`src/rtl/cfgpc_pkg.sv`:
```
// Shared constants, types and register map of the configuration pin control.
package cfgpc_pkg;

  // Clock rates and the internal configuration oscillator.
  localparam int unsigned CLK_HZ = 125_000_000;
  localparam int unsigned OSC_FAST_HZ = 10_000_000;
  localparam int unsigned OSC_SLOW_HZ = 1_250_000;
  // Half periods round down so the strobe is never slower than asked.
  localparam int unsigned FAST_HALF = CLK_HZ / (2 * OSC_FAST_HZ);
  localparam int unsigned SLOW_HALF = CLK_HZ / (2 * OSC_SLOW_HZ);
  localparam logic [7:0] FAST_HALF_CNT = 8'(FAST_HALF - 1);
  localparam logic [7:0] SLOW_HALF_CNT = 8'(SLOW_HALF - 1);

  // Cycles during which the initialization line is held low after restart.
  localparam logic [15:0] INIT_CLEAR_CYCLES = 16'h0100;

  // Register byte offsets on the Wishbone port.
  localparam logic [7:0] REG_CTRL = 8'h00;
  localparam logic [7:0] REG_LENGTH = 8'h04;
  localparam logic [7:0] REG_STATUS = 8'h08;
  localparam logic [7:0] REG_COUNT = 8'h0c;

  // Values after reset.
  localparam logic [3:0] CTRL_RESET = 4'h0;
  localparam logic [23:0] LENGTH_RESET = 24'h000000;

  // Sequencer states.
  typedef enum logic [4:0] {
    ST_CLEAR = 5'h01,
    ST_WAIT = 5'h02,
    ST_LOAD = 5'h04,
    ST_STARTUP = 5'h08,
    ST_USER = 5'h10
  } cfgpc_state_type;

  // Loading modes.
  typedef enum logic [5:0] {
    MD_MSER = 6'h01,
    MD_SSER = 6'h02,
    MD_MPAR = 6'h04,
    MD_SPAR = 6'h08,
    MD_APER = 6'h10,
    MD_SPER = 6'h20
  } cfgpc_mode_type;

  // Pin inputs from outside the clock domain.
  typedef struct packed {
    logic config_reset;
    logic program_restart_n;
    logic readback_trigger_n;
    logic [2:0] mode_bits;
    logic osc_speed_select;
    logic config_clock;
    logic done_n;
    logic init_n;
    logic select_low_active_n;
    logic select_high_active;
    logic write_n;
    logic read_n;
    logic [7:0] data;
  } cfgpc_pins_type;

  localparam int unsigned PIN_W = $bits(cfgpc_pins_type);
  // Idle level of every pin: restart inputs inactive, strobes high, clock
  // low, host deselected, so no false edge or restart follows reset.
  localparam logic [21:0] PIN_IDLE = 22'h1fbbff;

  // Control register fields.
  typedef struct packed {
    logic ts_after_cfg;
    logic reset_to_cells;
    logic scan_used;
    logic readback_en;
  } cfgpc_ctrl_type;

endpackage : cfgpc_pkg

```
`src/rtl/cfgpc_top.sv`:
```
// Configuration pin control: restart, mode selection, loading and readback.
//
// Decided for this implementation: the placing of the registers and register access over Wishbone.
`timescale 1ns/1ps
module cfgpc_top
  import cfgpc_pkg::*;
#(
  parameter int ADDR_W = 18,
  parameter int FRAME_W = 32,
  parameter int FRAME_ADDR_W = 8,
  parameter logic [7:0] RB_FRAMES = 8'h10,
  parameter logic [2:0] MODE_CODE_MSER = 3'h0,
  parameter logic [2:0] MODE_CODE_SSER = 3'h7,
  parameter logic [2:0] MODE_CODE_MPAR = 3'h4,
  parameter logic [2:0] MODE_CODE_SPAR = 3'h3,
  parameter logic [2:0] MODE_CODE_APER = 3'h5,
  parameter logic [2:0] MODE_CODE_SPER = 3'h6
) (
  input wire logic clk_i,
  input wire logic rst_i,
  input wire logic [7:0] wb_adr_i,
  input wire logic [31:0] wb_dat_i,
  input wire logic [3:0] wb_sel_i,
  input wire logic wb_we_i,
  input wire logic wb_cyc_i,
  input wire logic wb_stb_i,
  output logic [31:0] wb_dat_o,
  output logic wb_ack_o,
  input wire logic config_reset_i,
  input wire logic program_restart_n_i,
  input wire logic readback_trigger_n_i,
  input wire logic mode_select_bit0_i,
  input wire logic mode_select_bit1_i,
  input wire logic mode_select_bit2_i,
  input wire logic osc_speed_select_i,
  input wire logic config_clock_i,
  output logic config_clock_o,
  output logic config_clock_oe_o,
  input wire logic done_n_i,
  output logic done_n_o,
  output logic done_n_oe_o,
  input wire logic init_n_i,
  output logic init_n_o,
  output logic init_n_oe_o,
  input wire logic select_low_active_n_i,
  input wire logic select_high_active_i,
  input wire logic write_n_i,
  input wire logic read_n_i,
  input wire logic [7:0] data_i,
  output logic data7_o,
  output logic data7_oe_o,
  output logic ready_busy_o,
  output logic [ADDR_W-1:0] mem_addr_o,
  output logic mem_read_o,
  output logic cascade_out_o,
  output logic [7:0] cfg_byte_o,
  output logic cfg_byte_valid_o,
  input wire logic [FRAME_W-1:0] readback_frame_i,
  output logic [FRAME_ADDR_W-1:0] readback_addr_o,
  output logic readback_data_o,
  output logic config_active_high_o,
  output logic config_active_low_n_o,
  output logic global_tristate_o,
  output logic scan_enable_o,
  output logic scan_reset_o,
  output logic logic_cell_reset_o
);

  // Maps a mode-select pattern onto a loading mode.
  function automatic cfgpc_mode_type decode_mode(input logic [2:0] bits);
    if (bits == MODE_CODE_MSER) return MD_MSER;
    if (bits == MODE_CODE_MPAR) return MD_MPAR;
    if (bits == MODE_CODE_SPAR) return MD_SPAR;
    if (bits == MODE_CODE_APER) return MD_APER;
    if (bits == MODE_CODE_SPER) return MD_SPER;
    return MD_SSER;
  endfunction : decode_mode

  // Word address match of a bus access.
  function automatic logic reg_hit(input logic [7:0] a, input logic [7:0] o);
    return {a[7:2], 2'b00} == o;
  endfunction : reg_hit

  cfgpc_pins_type pin_raw;
  cfgpc_pins_type pin_f;
  logic [PIN_W-1:0] sync1_r, sync2_r, sync3_r, filt_r;
  cfgpc_state_type state_r;
  cfgpc_mode_type mode_r;
  cfgpc_ctrl_type ctrl_r;
  logic [23:0] length_r, byte_count_r;
  logic [15:0] clear_cnt_r;
  logic [7:0] div_cnt_r, shift_r, buf_r;
  logic [2:0] bit_cnt_r;
  logic osc_lvl_r, clk_pin_prev_r, wr_prev_r, trig_prev_r;
  logic buf_full_r, last_bit_r, ack_r;
  logic rb_active_r;
  logic [$clog2(FRAME_W)-1:0] rb_bit_r;
  logic [FRAME_ADDR_W-1:0] rb_addr_r;
  logic tick_rise, tick_fall, ext_rise, clk_rise, clk_fall;
  logic dev_clk_mode, selected, loading, wr_fall, take_byte, rb_start;
  logic [7:0] new_byte;
  logic last_byte;

  // Gather pins into one carrier for the synchronisers.
  assign pin_raw = '{config_reset_i, program_restart_n_i,
    readback_trigger_n_i, {mode_select_bit2_i, mode_select_bit1_i,
    mode_select_bit0_i}, osc_speed_select_i, config_clock_i, done_n_i,
    init_n_i, select_low_active_n_i, select_high_active_i, write_n_i,
    read_n_i, data_i};

  // Three-stage synchroniser; a change counts once stages two and three agree.
  genvar g;
  generate
    for (g = 0; g < PIN_W; g++) begin : g_sync
      always_ff @(posedge clk_i) begin
        if (rst_i) begin
          sync1_r[g] <= PIN_IDLE[g];
          sync2_r[g] <= PIN_IDLE[g];
          sync3_r[g] <= PIN_IDLE[g];
          filt_r[g] <= PIN_IDLE[g];
        end else begin
          sync1_r[g] <= pin_raw[g];
          sync2_r[g] <= sync1_r[g];
          sync3_r[g] <= sync2_r[g];
          if (sync2_r[g] == sync3_r[g]) begin
            filt_r[g] <= sync3_r[g];
          end
        end
      end
    end
  endgenerate
  assign pin_f = filt_r;

  // Oscillator divider; its half period follows the speed select pin.
  always_ff @(posedge clk_i) begin
    if (rst_i) begin
      div_cnt_r <= FAST_HALF_CNT;
      osc_lvl_r <= 1'b0;
    end else if (div_cnt_r == 8'h00) begin
      div_cnt_r <= pin_f.osc_speed_select ? SLOW_HALF_CNT
                                          : FAST_HALF_CNT;
      osc_lvl_r <= ~osc_lvl_r;
    end else begin
      div_cnt_r <= div_cnt_r - 8'h01;
    end
  end
  assign tick_rise = (div_cnt_r == 8'h00) && !osc_lvl_r;
  assign tick_fall = (div_cnt_r == 8'h00) && osc_lvl_r;

  // Edge history of the strobes seen on pins.
  always_ff @(posedge clk_i) begin
    if (rst_i) begin
      clk_pin_prev_r <= 1'b0;
      wr_prev_r <= 1'b1;
      trig_prev_r <= 1'b1;
    end else begin
      clk_pin_prev_r <= pin_f.config_clock;
      wr_prev_r <= pin_f.write_n;
      trig_prev_r <= pin_f.readback_trigger_n;
    end
  end

  // Clock source choice and selection qualifiers.
  assign dev_clk_mode = (mode_r == MD_MSER) || (mode_r == MD_MPAR) ||
                        (mode_r == MD_APER);
  assign ext_rise = pin_f.config_clock && !clk_pin_prev_r;
  assign clk_rise = dev_clk_mode ? tick_rise : ext_rise;
  assign clk_fall = dev_clk_mode ? tick_fall
                                 : (!pin_f.config_clock && clk_pin_prev_r);
  assign selected = !pin_f.select_low_active_n && pin_f.select_high_active;
  assign loading = (state_r == ST_LOAD);
  assign wr_fall = !pin_f.write_n && wr_prev_r;

  // Byte arrival per mode.
  always_comb begin
    take_byte = 1'b0;
    new_byte = pin_f.data;
    unique case (mode_r)
      MD_MSER, MD_SSER: begin
        take_byte = clk_rise && (bit_cnt_r == 3'h7);
        new_byte = {shift_r[6:0], pin_f.data[0]};
      end
      MD_MPAR: take_byte = clk_rise;
      MD_SPAR, MD_SPER: begin
        take_byte = clk_rise && selected && !pin_f.write_n;
      end
      MD_APER: begin
        take_byte = tick_rise && buf_full_r;
        new_byte = buf_r;
      end
    endcase
    take_byte = take_byte && loading;
  end
  assign last_byte = (length_r != 24'h000000) &&
                     (byte_count_r + 24'h000001 >= length_r);

  // Sequencer from restart through loading to user operation.
  always_ff @(posedge clk_i) begin
    if (rst_i) begin
      state_r <= ST_CLEAR;
      clear_cnt_r <= 16'h0000;
      mode_r <= MD_SSER;
    end else if (!pin_f.program_restart_n) begin
      state_r <= ST_CLEAR;
      clear_cnt_r <= 16'h0000;
    end else begin
      unique case (state_r)
        ST_CLEAR: begin
          clear_cnt_r <= clear_cnt_r + 16'h0001;
          if (clear_cnt_r == INIT_CLEAR_CYCLES - 16'h0001) begin
            state_r <= ST_WAIT;
          end
        end
        ST_WAIT: begin
          clear_cnt_r <= 16'h0000;
          if (pin_f.config_reset) begin
            state_r <= ST_CLEAR;
          end else if (pin_f.init_n) begin
            state_r <= ST_LOAD;
            mode_r <= decode_mode(pin_f.mode_bits);
          end
        end
        ST_LOAD: begin
          if (pin_f.config_reset) begin
            state_r <= ST_CLEAR;
          end else if (take_byte && last_byte) begin
            state_r <= ST_STARTUP;
          end
        end
        ST_STARTUP: begin
          if (pin_f.done_n) begin
            state_r <= ST_USER;
          end
        end
        ST_USER: state_r <= ST_USER;
      endcase
    end
  end

  // Serial shift, peripheral buffer, byte counting and cascade data.
  always_ff @(posedge clk_i) begin
    if (rst_i || !loading) begin
      shift_r <= 8'h00;
      bit_cnt_r <= 3'h0;
      buf_r <= 8'h00;
      buf_full_r <= 1'b0;
      last_bit_r <= 1'b0;
      cfg_byte_o <= 8'h00;
      cfg_byte_valid_o <= 1'b0;
      if (rst_i || state_r == ST_CLEAR) begin
        byte_count_r <= 24'h000000;
      end
    end else begin
      cfg_byte_valid_o <= take_byte;
      if (clk_rise) begin
        shift_r <= {shift_r[6:0], pin_f.data[0]};
        bit_cnt_r <= bit_cnt_r + 3'h1;
        last_bit_r <= pin_f.data[0];
      end
      if (mode_r == MD_APER && selected && wr_fall) begin
        buf_r <= pin_f.data;
        buf_full_r <= 1'b1;
      end else if (take_byte && mode_r == MD_APER) begin
        buf_full_r <= 1'b0;
      end
      if (take_byte) begin
        cfg_byte_o <= new_byte;
        byte_count_r <= byte_count_r + 24'h000001;
      end
    end
  end

  // Pin outputs that must come from flip-flops.
  always_ff @(posedge clk_i) begin
    if (rst_i) begin
      cascade_out_o <= 1'b0;
      mem_addr_o <= '0;
      mem_read_o <= 1'b0;
      data7_o <= 1'b0;
    end else begin
      if (loading && clk_fall) begin
        cascade_out_o <= last_bit_r;
      end
      if (!loading) begin
        mem_addr_o <= '0;
        mem_read_o <= 1'b0;
      end else if (mode_r == MD_MPAR) begin
        if (clk_fall) begin
          mem_read_o <= 1'b1;
        end else if (clk_rise) begin
          mem_read_o <= 1'b0;
          mem_addr_o <= mem_addr_o + 1'b1;
        end
      end
      data7_o <= !buf_full_r;
    end
  end

  // Readback shifts frames out from address zero on the oscillator.
  assign rb_start = (state_r == ST_USER) && ctrl_r.readback_en &&
                    !pin_f.readback_trigger_n && trig_prev_r && !rb_active_r;
  always_ff @(posedge clk_i) begin
    if (rst_i || state_r != ST_USER) begin
      rb_active_r <= 1'b0;
      rb_bit_r <= '0;
      rb_addr_r <= '0;
      readback_data_o <= 1'b0;
    end else if (rb_start) begin
      rb_active_r <= 1'b1;
      rb_bit_r <= '0;
      rb_addr_r <= '0;
    end else if (rb_active_r && tick_rise) begin
      readback_data_o <= readback_frame_i[rb_bit_r];
      rb_bit_r <= rb_bit_r + 1'b1;
      if (rb_bit_r == $bits(rb_bit_r)'(FRAME_W - 1)) begin
        rb_addr_r <= rb_addr_r + 1'b1;
        if (rb_addr_r == FRAME_ADDR_W'(RB_FRAMES - 8'h01)) begin
          rb_active_r <= 1'b0;
        end
      end
    end
  end
  assign readback_addr_o = rb_addr_r;

  // Wishbone slave: one wait state, unmapped reads return zero.
  always_ff @(posedge clk_i) begin
    if (rst_i) begin
      ack_r <= 1'b0;
      ctrl_r <= CTRL_RESET;
      length_r <= LENGTH_RESET;
      wb_dat_o <= 32'h00000000;
    end else begin
      ack_r <= wb_cyc_i && wb_stb_i && !ack_r;
      if (wb_cyc_i && wb_stb_i && !ack_r) begin
        wb_dat_o <= 32'h00000000;
        if (wb_we_i && reg_hit(wb_adr_i, REG_CTRL) && wb_sel_i[0]) begin
          ctrl_r <= wb_dat_i[3:0];
        end
        if (wb_we_i && reg_hit(wb_adr_i, REG_LENGTH)) begin
          for (int i = 0; i < 3; i++) begin
            if (wb_sel_i[i]) begin
              length_r[8*i +: 8] <= wb_dat_i[8*i +: 8];
            end
          end
        end
        if (!wb_we_i && reg_hit(wb_adr_i, REG_CTRL)) begin
          wb_dat_o <= {28'h0000000, ctrl_r};
        end
        if (!wb_we_i && reg_hit(wb_adr_i, REG_LENGTH)) begin
          wb_dat_o <= {8'h00, length_r};
        end
        if (!wb_we_i && reg_hit(wb_adr_i, REG_STATUS)) begin
          wb_dat_o <= {17'h00000, pin_f.done_n, pin_f.init_n, buf_full_r,
                       rb_active_r, mode_r, state_r};
        end
        if (!wb_we_i && reg_hit(wb_adr_i, REG_COUNT)) begin
          wb_dat_o <= {8'h00, byte_count_r};
        end
      end
    end
  end
  assign wb_ack_o = ack_r;

  // Configuration clock drive and open-drain status lines.
  assign config_clock_o = osc_lvl_r;
  assign config_clock_oe_o = loading && dev_clk_mode;
  assign done_n_o = 1'b0;
  assign done_n_oe_o = (state_r != ST_STARTUP) &&
                       (state_r != ST_USER);
  assign init_n_o = 1'b0;
  assign init_n_oe_o = (state_r == ST_CLEAR);
  assign data7_oe_o = loading && (mode_r == MD_APER) && selected &&
                      !pin_f.read_n && pin_f.write_n;
  assign ready_busy_o = loading && ((mode_r == MD_APER) ||
                        (mode_r == MD_SPER)) && !buf_full_r;

  // Global controls derived from the sequencer state, the control register and pins.
  assign config_active_high_o = (state_r != ST_USER);
  assign config_active_low_n_o = (state_r == ST_USER);
  assign global_tristate_o = !pin_f.readback_trigger_n &&
    ((state_r != ST_USER) || ctrl_r.ts_after_cfg);
  assign scan_enable_o = (state_r != ST_USER) || ctrl_r.scan_used;
  assign scan_reset_o = !pin_f.program_restart_n;
  assign logic_cell_reset_o = (state_r == ST_USER) &&
    ctrl_r.reset_to_cells && pin_f.config_reset;
endmodule : cfgpc_top

```
`config.mk`:
```
export PLATFORM = sky130hd
export DESIGN_NAME = cfgpc_top
export DESIGN_NICKNAME = d
export VERILOG_FILES = /design/src/rtl/cfgpc_pkg.sv /design/src/rtl/cfgpc_top.sv
export SDC_FILE = /design/constraint.sdc
export NUM_CORES = 1
export LEC_CHECK = 0
export ABC_AREA = 0
export BUFFER_PORTS_ARGS = -buffer_cell sky130_fd_sc_hd__clkbuf_2
export CAP_MARGIN = 20
export CORE_AREA = 2 2 123 184
export DETAILED_ROUTE_END_ITERATION = 7
export DIE_AREA = 0 0 125 186
export GPL_TIMING_DRIVEN = 0
export PLACE_DENSITY = 0.79
export SLEW_MARGIN = 20
export SYNTH_ARGS = -nofsm -noshare
export SYNTH_HDL_FRONTEND = slang
export SYNTH_SLANG_ARGS = --single-unit
```
`constraint.sdc`:
```
create_clock -name clk_i -period 5.2 [get_ports clk_i]
set_input_delay 1.56 -clock clk_i [delete_from_list [all_inputs] [get_ports clk_i]]
set_output_delay 1.56 -clock clk_i [all_outputs]
set_load 0.02 [all_outputs]
```
==> results of run 1 <==
==> final timing paths <==
check / startpoint / slack [ps] / to / cells after the start
min: sync1_r[13]$_SDFF_PP1_ / 400 / sync2_r[13]$_SDFF_PP1_ / 1
min reg2reg: sync1_r[13]$_SDFF_PP1_ / 400 / sync2_r[13]$_SDFF_PP1_ / 1
max reg2reg: mode_r[5]$_SDFFE_PP0P_ / 1710 / byte_count_r[18]$_SDFFCE_PN0P_ / 8
max: mode_r[5]$_SDFFE_PP0P_ / 830 / data7_oe_o / 7
==> state kept, by name, indices dropped and copies added, names as in the netlist, 7 cells and up <==
| register | count |
|---|---|
| sync1_r | 22 |
| mem_addr_o | 18 |
| cfg_byte_o | 8 |
| sync2_r | 22 |
| div_cnt_r | 8 |
| sync3_r | 22 |
| byte_count_r | 24 |
| shift_r | 7 |
| wb_dat_o | 24 |
| filt_r | 22 |
| length_r | 24 |
| readback_addr_o | 8 |
| buf_r | 8 |
| clear_cnt_r | 16 |
==> cell usage after synthesis, types with 5 or more instances <==
library cell  number
and3_1            20
nor2_1           169
o21ai_0           17
edfxtp_1          24
clkbuf_1          51
mux2i_1           43
or2_2             60
inv_1             36
ha_1              34
o21bai_1          20
a22oi_1           16
mux4_2            10
nor2b_1           37
buf_4             11
or3_1              8
nor3_1            13
a21o_1            12
xnor2_1           35
a21oi_1           86
nand3_1           42
dfxtp_1          244
and4_1             5
a211oi_1          27
nand4_1           16
nor4_1            14
xor2_1            37
buf_2              7
nand2_1          100
==> area by class of cell <==
type	count	share of cell area, %
Multi-Input combinational cell	892	41.5
Timing Repair Buffer	164	5.97
Inverter	37	1.01
Sequential cell	268	40.8
Clock buffer	34	5.23
Clock inverter	9	0.719
Buffer	72	2.38
Tap cell	272	2.47
==> logic make-up (layout without fill, tap and decap cells) <==
group                    after synthesis  count (layout)  synth area share [%]
XOR/XNOR                              73              73                  5.51
AND/OR/NAND/NOR                      519             519                  22.2
flip-flops                           268             268                  47.8
buffers and inverters                109             316                  3.98
other                                  1              10                0.0320
AO/OA/AOI/OAI                        200             200                  11.0
adder cells (fa/ha/maj)               34              34                  3.62
multiplexers                          56              56                  5.93
==> power groups by stage <==
stage,Combinational (mW),Clock [mW],Sequential (mW)
final,0.223,1.82,2.16
after global routing,0.245,1.93,2.16
after CTS,0.224,1.86,2.16
after detailed placement,0.222,0,2.20
after global placement,0.218,0,2.20
after floorplan,0.127,0,2.21
==> worst max-delay path, stage by stage, from the launching register on <==
cell      delay, ps
dfxtp_1         300
clkbuf_1        250
nor3_1          230
and3_1          280
clkbuf_1        430
nand2_1          90
nor4b_1         450
clkbuf_2        260
==> stage by stage <==
step	hold slack [ps]	util, %	cell area (µm²)	power, mW	instances
floorplan	389	-	11800	2.34	1269
global placement	393	59.8	12900	2.42	1705
detailed placement	393	59.8	12900	2.43	1705
CTS	407	63.5	13700	4.24	1748
global route	416	63.6	13800	4.34	1748
finish	401	63.6	13800	4.20	1748
==> layer usage <==
metal	vias to the layer above	track usage (%)
met5	-	0
met4	0	13.1
met3	88	2.59
li1	4716	-
met1	4535	25.5
met2	262	43.7
==> reports/results.tsv, run 1 <==
stage	metric	value	unit
status	status	complete, but fails checks	
status	violations	design-rule violations	
timing	finalSetupTns	0	ps
logic_synthesis	synth_flop_cell	dfxtp_1	
pwr	p_per_area	306	nW/µm²
detailed_routing	antenna_left	0	
layout	multi_input_area	5700	µm²
pwr	p_leak	5.48	nW
detailed_routing	highest_layer	met4	
place	gp_congestion	0.907	
timing	fin_ws	829	ps
timing	min_period	4370	ps
detailed_routing	routed_wl	28000	µm
logic_synthesis	yosys.area.top_type	dfxtp_1	
logic_synthesis	synth_area_leaders	dfxtp_1 (42%), edfxtp_1 (6.1%), nor2_1 (5.4%)	
setup_path	end_kind	output pin	
detailed_routing	met1_length	10600	µm
flow_run	maxCapViolations	0	
setup_path	cp_max_fo	10	
timing	worst_pin_slew	1040	ps
timing	hold_viol_final	0	
clocking	cts-root-buf	clkbuf_16	
setup_path	crit_required	3640	ps
timing	setup_viol	0	
detailed_routing	met3_length	1140	µm
floorplan	die_h	186	µm
pwr	ir_worst_vdd	0.203	mV
clocking	clk_pin_slew	70	ps
clocking	post-cts-setup-buffers	0	
clocking	clockBufferDepth	3	
floorplan	die_area	23300	µm²
detailed_routing	drtIter0Drc	510	
clocking	numCtsBuffers	24	
timing	slew_headroom	30.3	%
pwr	internal_power	3.29	mW
pwr	netSwitchingFraction	21.8	%
detailed_routing	route.detailed.drc	3	
logic_synthesis	syn_area_per_cell	9.31	µm²
clocking	cts_tree	done	
floorplan	start_util	54.2	%
detailed_routing	wl_met2	14700	µm
global_routing	antenna_found_initial	0	
place	dp_hpwl	20900	µm
layout	drive_above_1_share	21.1	%
logic_synthesis	synth-async-reset-ratio	0	%
global_routing	grt_pass1_vias	9303	
global_routing	grt_usage	23.3	%
setup_path	start_kind	flop	
logic_synthesis	synth_top_area_share	41.6	%
pwr	combPwrFrac	5.3	%
timing	fmax	229	MHz
layout	final_common_cell	dfxtp_1	
layout	diodes	0	
pwr	p_clk_share	43.4	%
timing	rsz0062_at_grt	no	
timing	period_share	84.1	%
layout	n_fill_cell	1794	
global_routing	grt_pass1_wl	44800	µm
layout	area_delta_synth_final	17.2	%
setup_path	critPathArrivalTime	2810	ps
timing	finalClockSkew	21.1	ps
clocking	clk_latency	520	ps
clocking	ctsResizeCount	0	
layout	finalNetCount	1596	
floorplan	row_count	66	
clocking	cts_hold_buf	0	
logic_synthesis	synth_edf_count	24	
detailed_routing	viasPerCell	5.49	
clocking	cts_htree_levels	1	
logic_synthesis	syn_inst	1260	
detailed_routing	wl_per_cell	16.0	µm
pwr	pwr-share-seq	51.3	%
floorplan	io_pins	189	
worst_hold_path	hp-class	flop to flop	
setup_path	path_class	flop to output pin	
global_routing	grt_max_degree	25	
layout	final_cell_mix	dfxtp_1 (244), nor2_1 (169), clkbuf_2 (164), nand2_1 (100), a21oi_1 (86)	
detailed_routing	firstDrtPassIters	8	
layout	seq_area	5610	µm²
logic_synthesis	ys_warn_count	0	
pwr	p_sw	916	µW
logic_synthesis	netlist_area	11700	µm²
detailed_routing	vias	9601	
clocking	clock_sinks	268	
timing	drv_slew	0	
floorplan	coreArea	21600	µm²
floorplan	dieWidth	125	µm
place	dp_slack	1270	ps
logic_synthesis	ys_ff_latch	268	
logic_synthesis	ys_types	71	
place	io_buffers	164	
global_routing	overflow	0	
logic_synthesis	yosysSeqAreaShare	47.8	%
(Power assumes the default switching activity.)
==> run 2: changes to the inputs <==
--- a/config.mk
+++ b/config.mk
@@ -8,11 +8,11 @@
 export ABC_AREA = 0
 export BUFFER_PORTS_ARGS = -buffer_cell sky130_fd_sc_hd__clkbuf_2
 export CAP_MARGIN = 20
-export CORE_AREA = 2 2 123 184
+export CORE_AREA = 2 2 127 191
 export DETAILED_ROUTE_END_ITERATION = 7
-export DIE_AREA = 0 0 125 186
+export DIE_AREA = 0 0 129 193
 export GPL_TIMING_DRIVEN = 0
-export PLACE_DENSITY = 0.79
+export PLACE_DENSITY = 0.77
 export SLEW_MARGIN = 20
 export SYNTH_ARGS = -nofsm -noshare
 export SYNTH_HDL_FRONTEND = slang
==> constraint.sdc (replaced) <==
create_clock -name clk_i -period 3.5 [get_ports clk_i]
set_input_delay 1.05 -clock clk_i [delete_from_list [all_inputs] [get_ports clk_i]]
set_output_delay 1.05 -clock clk_i [all_outputs]
set_load 0.02 [all_outputs]
==> run 2 against run 1 <==
  * The flow now finishes without violations
  * Sequential cell count did not move
  * Final cell count is 2.7% higher
  * Highest routed layer unchanged
  * Clock skew down 10 ps
  * Critical path type unchanged
  * Design area rose by 1.1%
  * Via count is 0.41% higher
  * Critical path depth down 2
  * Largest power group unchanged
  * Total power is 51% higher
  * Hold slack gained 6.0 ps
==> reports/results.tsv, run 2 (synthesis gave the netlist of run 1 again) <==
stage	metric	value	unit	change
pwr	ir_worst_vdd	0.363	mV	was 0.203 mV
status	status	complete, no violations		was complete, but fails checks
timing	rsz0062_at_grt	no		unchanged
detailed_routing	viasPerCell	5.37		was 5.49
clocking	clk_latency	520	ps	about the same
layout	n_fill_cell	2051		was 1794
detailed_routing	drtIter0Drc	493		was 510
setup_path	crit_chain	or3_1 -> or3b_2 -> inv_1 -> and3_1 -> clkbuf_2		was clkbuf_1 -> nor3_1 -> and3_1 -> clkbuf_1 -> nand2_1 -> nor4b_1 -> clkbuf_2
timing	hold_viol_final	0		unchanged
place	dp_slack	-35.6	ps	was 1270 ps
global_routing	grt_pass1_wl	45600	µm	was 44800 µm
clocking	clock_sinks	268		unchanged
clocking	cts-root-buf	clkbuf_16		unchanged
timing	finalSetupTns	0	ps	unchanged
global_routing	grt_pass1_vias	9233		was 9303
clocking	cts_tree	done		unchanged
timing	fin_ws	120	ps	was 829 ps
setup_path	start_kind	flop		unchanged
layout	area_delta_synth_final	18.5	%	was 17.2%
floorplan	coreArea	23400	µm²	was 21600 µm²
clocking	cts_hold_buf	0		unchanged
place	dp_hpwl	21700	µm	was 20900 µm
place	gp_congestion	0.897		was 0.907
timing	timing.hold.ws	407	ps	was 401 ps
detailed_routing	route.detailed.drc	0		was 3
detailed_routing	firstDrtPassIters	4		was 8
clocking	numCtsBuffers	25		was 24
detailed_routing	routed_wl	28900	µm	was 28000 µm
floorplan	dieWidth	129	µm	was 125 µm
floorplan	io_pins	189		unchanged
layout	reg_top3	byte_count_r (24), length_r (24), wb_dat_o (24)		unchanged
timing	worst_pin_slew	1100	ps	was 1040 ps
layout	finalNetCount	1596		unchanged
timing	min_period	3380	ps	
setup_path	path_class	flop to output pin		unchanged
layout	drive_above_1_share	21.9	%	was 21.1%
global_routing	grt_usage	22.9	%	was 23.3%
worst_hold_path	hp-class	flop to flop		unchanged
clocking	clockBufferDepth	3		unchanged
clocking	cts_htree_levels	1		unchanged
layout	final_cells	1796		was 1748
layout	diodes	0		unchanged
setup_path	end_kind	output pin		unchanged
detailed_routing	antenna_left	0		unchanged
floorplan	row_count	69		was 66
setup_path	critPathSlowestCell	or3b_2		was nor4b_1
layout	final_common_cell	dfxtp_1		unchanged
floorplan	start_util	50.2	%	was 54.2%
setup_path	slowest_delay	510	ps	was 450 ps
setup_path	crit_required	2450	ps	was 3640 ps
timing	drv_slew	0		unchanged
place	dp.cells	1752		was 1705
timing	slew_headroom	26.4	%	was 30.3%
setup_path	critPathArrivalTime	2330	ps	was 2810 ps
flow_run	maxCapViolations	0		unchanged
timing	period_share	96.6	%	
pwr	total_power	6.36	mW	was 4.20 mW
setup_path	cp_max_fo	6		was 10
floorplan	die_area	24900	µm²	was 23300 µm²
detailed_routing	wl_per_cell	16.1	µm	was 16.0 µm
layout	final_cell_mix	dfxtp_1 (244), nor2_1 (168), clkbuf_2 (163), nand2_1 (99), a21oi_1 (86)		was dfxtp_1 (244), nor2_1 (169), clkbuf_2 (164), nand2_1 (100), a21oi_1 (86)
global_routing	antenna_found_initial	0		unchanged
global_routing	grt_max_degree	25		unchanged
floorplan	die_h	193	µm	was 186 µm
clocking	clk_pin_slew	60	ps	was 70 ps
timing	finalClockSkew	10.8	ps	was 21.1 ps
pwr	p_per_area	457	nW/µm²	was 306 nW/µm²
global_routing	overflow	0		unchanged
pwr	p_leak	5.51	nW	was 5.48 nW
timing	fmax	296	MHz	
place	io_buffers	164		unchanged
timing	setup_viol	0		unchanged
detailed_routing	vias	9640		was 9601
## run 2: final timing paths
kind              depth (start not counted)  slack (ps)                 endpoint                          start
setup / recovery                          5         120       logic_cell_reset_o        state_r[0]$_SDFFE_PP1P_
hold / removal                            1         410   sync2_r[15]$_SDFF_PP1_         sync1_r[15]$_SDFF_PP1_
setup reg to reg                         13         230  state_r[2]$_SDFFE_PP0P_  byte_count_r[0]$_SDFFCE_PN0P_
hold reg to reg                           1         410   sync2_r[15]$_SDFF_PP1_         sync1_r[15]$_SDFF_PP1_
## run 2: worst max-delay path, delay by kind of cell, from the launching register on
family | cells | cell delay, ps
buffers and inverters | 2 | 380
flip-flops | 1 | 350
AND/OR/NAND/NOR | 3 | 1080
## run 2: layout make-up
| class | instances | area (µm²) | share of cell area [%] |
|---|---|---|---|
| multi-input cells | 892 | 5750 | 41.3 |
| well taps | 319 | 399 | 2.87 |
| inverters | 37 | 139 | 0.999 |
| repair buffers | 164 | 823 | 5.92 |
| clock inverters | 9 | 104 | 0.747 |
| plain buffers | 71 | 334 | 2.40 |
| flip-flops and latches | 268 | 5610 | 40.3 |
| clock buffers | 36 | 757 | 5.44 |
## run 2: report_power, final
| part | total, mW | internal, mW | switching (mW) |
|---|---|---|---|
| logic | 0.336 | 0.149 | 0.186 |
| registers | 3.21 | 3.16 | 0.0489 |
| clock network | 2.81 | 1.65 | 1.16 |
| total | 6.36 | 4.96 | 1.40 |
## run 2: per-layer routing
| metal | up-vias | part of all wire, % | GRT usage (%) |
|---|---|---|---|
| li1 | 4728 | - | - |
| met1 | 4548 | 37 | 24.7 |
| met2 | 278 | 53 | 43.0 |
| met3 | 86 | 5.1 | 3.64 |
| met4 | 0 | 4.7 | 10.9 |
| met5 | - | 0 | 0 |
## run 2: per-stage QoR
step,util (%),cell area [µm²]
after detailed placement,55.5,13000
after global routing,59.4,13900
after floorplan,-,11800
final,59.4,13900
after CTS,59.3,13900
after global placement,55.5,13000
## run 2: what timing repair did
action	CTS	global route
endpoints found under the setup margin	25	4
pin swaps	0	1
resized for setup	5	13
setup buffers	0	0
==> run 3: changes to the inputs <==
--- a/config.mk
+++ b/config.mk
@@ -12,7 +12,7 @@
 export DETAILED_ROUTE_END_ITERATION = 7
 export DIE_AREA = 0 0 129 193
 export GPL_TIMING_DRIVEN = 0
-export PLACE_DENSITY = 0.77
+export PLACE_DENSITY = 0.75
 export SLEW_MARGIN = 20
 export SYNTH_ARGS = -nofsm -noshare
 export SYNTH_HDL_FRONTEND = slang
==> run 3 against run 2 <==
  * Hold slack improved by 0.56 ps
  * Fmax rose by 0.29%
  * First-iteration DRC count fell by 6.5%
  * Wire length is 2.2% lower
  * Combinational power down 1%
  * Utilization is 0.42 points lower
  * Worst setup slack gained 9.7 ps
  * Die area stayed put
  * Clock-buffer cell count stayed put
  * Final cell count shrank 0.11%
  * Register-to-register slack got worse by 30 ps
  * Clock power shrank 8.9%
  * Largest power group unchanged
==> reports/results.tsv, run 3 (synthesis gave the netlist of run 1 again) <==
stage	metric	value	unit	change
timing	finalClockSkew	19.9	ps	was 10.8 ps
clocking	cts_tree	done		unchanged
floorplan	io_pins	189		unchanged
flow_run	maxCapViolations	0		unchanged
setup_path	critPathArrivalTime	2320	ps	was 2330 ps
status	status	complete, no violations		unchanged
timing	fmax	297	MHz	was 296 MHz
timing	finalSetupTns	0	ps	unchanged
timing	worst_pin_slew	1120	ps	was 1100 ps
worst_hold_path	hp-class	flop to flop		unchanged
layout	diodes	0		unchanged
clocking	clk_pin_slew	60	ps	about the same
timing	slew_headroom	25.1	%	was 26.4%
detailed_routing	antenna_left	0		unchanged
floorplan	dieWidth	129	µm	unchanged
global_routing	grt_max_degree	25		unchanged
timing	drv_slew	0		unchanged
clocking	numCtsBuffers	24		was 25
floorplan	die_area	24900	µm²	unchanged
setup_path	critPathSlowestCell	dfxtp_1		was or3b_2
detailed_routing	vias	9536		was 9640
timing	setup_viol	0		unchanged
clocking	clk_latency	520	ps	about the same
setup_path	cp_max_fo	10		was 6
place	io_buffers	164		unchanged
setup_path	start_kind	flop		unchanged
layout	final_common_cell	dfxtp_1		unchanged
detailed_routing	wl_per_cell	15.8	µm	was 16.1 µm
setup_path	path_delay_family	simple AND/OR/NAND/NOR gates		unchanged
layout	reg_top3	byte_count_r (24), length_r (24), wb_dat_o (24)		unchanged
layout	final_cell_mix	dfxtp_1 (244), nor2_1 (168), clkbuf_2 (163), nand2_1 (99), a21oi_1 (86)		unchanged
place	gp_congestion	0.912		was 0.897
detailed_routing	drtIter0Drc	461		was 493
global_routing	grt_usage	22.2	%	was 22.9%
place	dp_hpwl	21300	µm	was 21700 µm
pwr	p_per_area	442	nW/µm²	was 457 nW/µm²
pwr	p_leak	5.48	nW	was 5.51 nW
setup_path	slowest_delay	340	ps	was 510 ps
layout	seq_area	5610	µm²	unchanged
setup_path	crit_buf_inv	3		was 2
timing	fin_ws	129	ps	was 120 ps
setup_path	end_kind	output pin		unchanged
setup_path	crit_required	2450	ps	about the same
layout	n_fill_cell	2106		was 2051
floorplan	die_h	193	µm	unchanged
timing	min_period	3370	ps	was 3380 ps
layout	drive_above_1_share	21.6	%	was 21.9%
clocking	cts-root-buf	clkbuf_16		unchanged
setup_path	crit_chain	buf_2 -> nor3_1 -> and3_2 -> clkbuf_4 -> nand2_1 -> nor4b_4 -> buf_4		was or3_1 -> or3b_2 -> inv_1 -> and3_1 -> clkbuf_2
timing	period_share	96.3	%	was 96.6%
detailed_routing	viasPerCell	5.32		was 5.37
detailed_routing	firstDrtPassIters	5		was 4
layout	area_delta_synth_final	17.7	%	was 18.5%
timing	rsz0062_at_grt	no		unchanged
clocking	clock_sinks	268		unchanged
detailed_routing	route.detailed.drc	0		unchanged
clocking	cts_hold_buf	0		unchanged
pwr	ir_worst_vdd	0.301	mV	was 0.363 mV
floorplan	row_count	69		unchanged
clocking	cts_htree_levels	1		unchanged
timing	hold_viol_final	0		unchanged
global_routing	antenna_found_initial	0		unchanged
clocking	clockBufferDepth	3		unchanged
global_routing	grt_pass1_wl	44600	µm	was 45600 µm
setup_path	path_class	flop to output pin		unchanged
global_routing	overflow	0		unchanged
layout	multi_input_area	5740	µm²	was 5750 µm²
floorplan	start_util	50.2	%	unchanged
detailed_routing	routed_wl	28300	µm	was 28900 µm
layout	finalNetCount	1596		unchanged
floorplan	coreArea	23400	µm²	unchanged
place	dp_slack	9.23	ps	was -35.6 ps
global_routing	grt_pass1_vias	9119		was 9233
[run 3: changes by cell type in the layout (fill, tap and decap cells not counted), sizes merged]
cell / previous run / this run
inv: 39 / 36
bufinv: 2 / 0
clkinvlp: 0 / 1
clkinv: 5 / 6
buf: 22 / 23
[run 3: cell type report]
cell class | count | share of cell area, %
Multi-Input combinational cell | 892 | 41.5
Sequential cell | 268 | 40.6
Clock buffer | 36 | 5.34
Inverter | 37 | 1.01
Timing Repair Buffer | 165 | 6.02
Buffer | 71 | 2.37
Tap cell | 319 | 2.89
Clock inverter | 6 | 0.236
[run 3: routing by layer]
layer	global-route usage [%]	vias to the layer above	share of wire (%)	wire [µm]
met5	0	-	0	0
met4	11.1	0	5.1	1440
met3	3.20	81	4.1	1150
met2	41.0	225	52	14800
met1	24.6	4506	38	10900
li1	-	4724	-	-
[run 3: what timing repair did]
item | in CTS | in global routing
endpoints found under the setup margin | 1 | 28
cloned | 0 | 0
buffers inserted | 0 | 1
gates resized for setup | 3 | 10
[run 3: power breakdown]
group	internal [mW]	switching, mW	total, mW
clock network	1.45	1.11	2.56
registers	3.16	0.0460	3.20
logic	0.149	0.182	0.331
total	4.76	1.34	6.10
[run 3: final timing paths]
| path | startpoint | end | slack (ps) | cells past startpoint |
|---|---|---|---|---|
| worst min-delay path | sync1_r[6]$_SDFF_PP1_ | sync2_r[6]$_SDFF_PP1_ | 410 | 1 |
| worst max-delay path | mode_r[2]$_SDFFE_PP0P_ | data7_oe_o | 130 | 7 |
| worst min register to register | sync1_r[6]$_SDFF_PP1_ | sync2_r[6]$_SDFF_PP1_ | 410 | 1 |
| worst max register to register | byte_count_r[3]$_SDFFCE_PN0P_ | state_r[2]$_SDFFE_PP0P_ | 200 | 13 |
[run 3: through the flow]
stage	instance area, µm²	total power [mW]	hold slack [ps]	utilization, %	std cells
after global routing	13800	6.30	418	59.0	1794
after CTS	13800	6.16	409	58.8	1793
final	13800	6.10	408	59.0	1794
after global placement	13000	3.60	392	55.5	1752
after floorplan	11800	3.48	389	-	1269
after detailed placement	13000	3.60	393	55.5	1752
[run 3: worst register-to-register path, stage by stage, from the launching register on]
cell and delay [ps]:
edfxtp_1 410, and3_1 230, and4_1 310, nor2b_2 210, and2_1 220, and3_1 220, xor2_2 210, ha_1 280
nand4_1 120, a21oi_1 60, a211o_1 300, nor3_1 220, nor3_1 110, o41ai_2 300
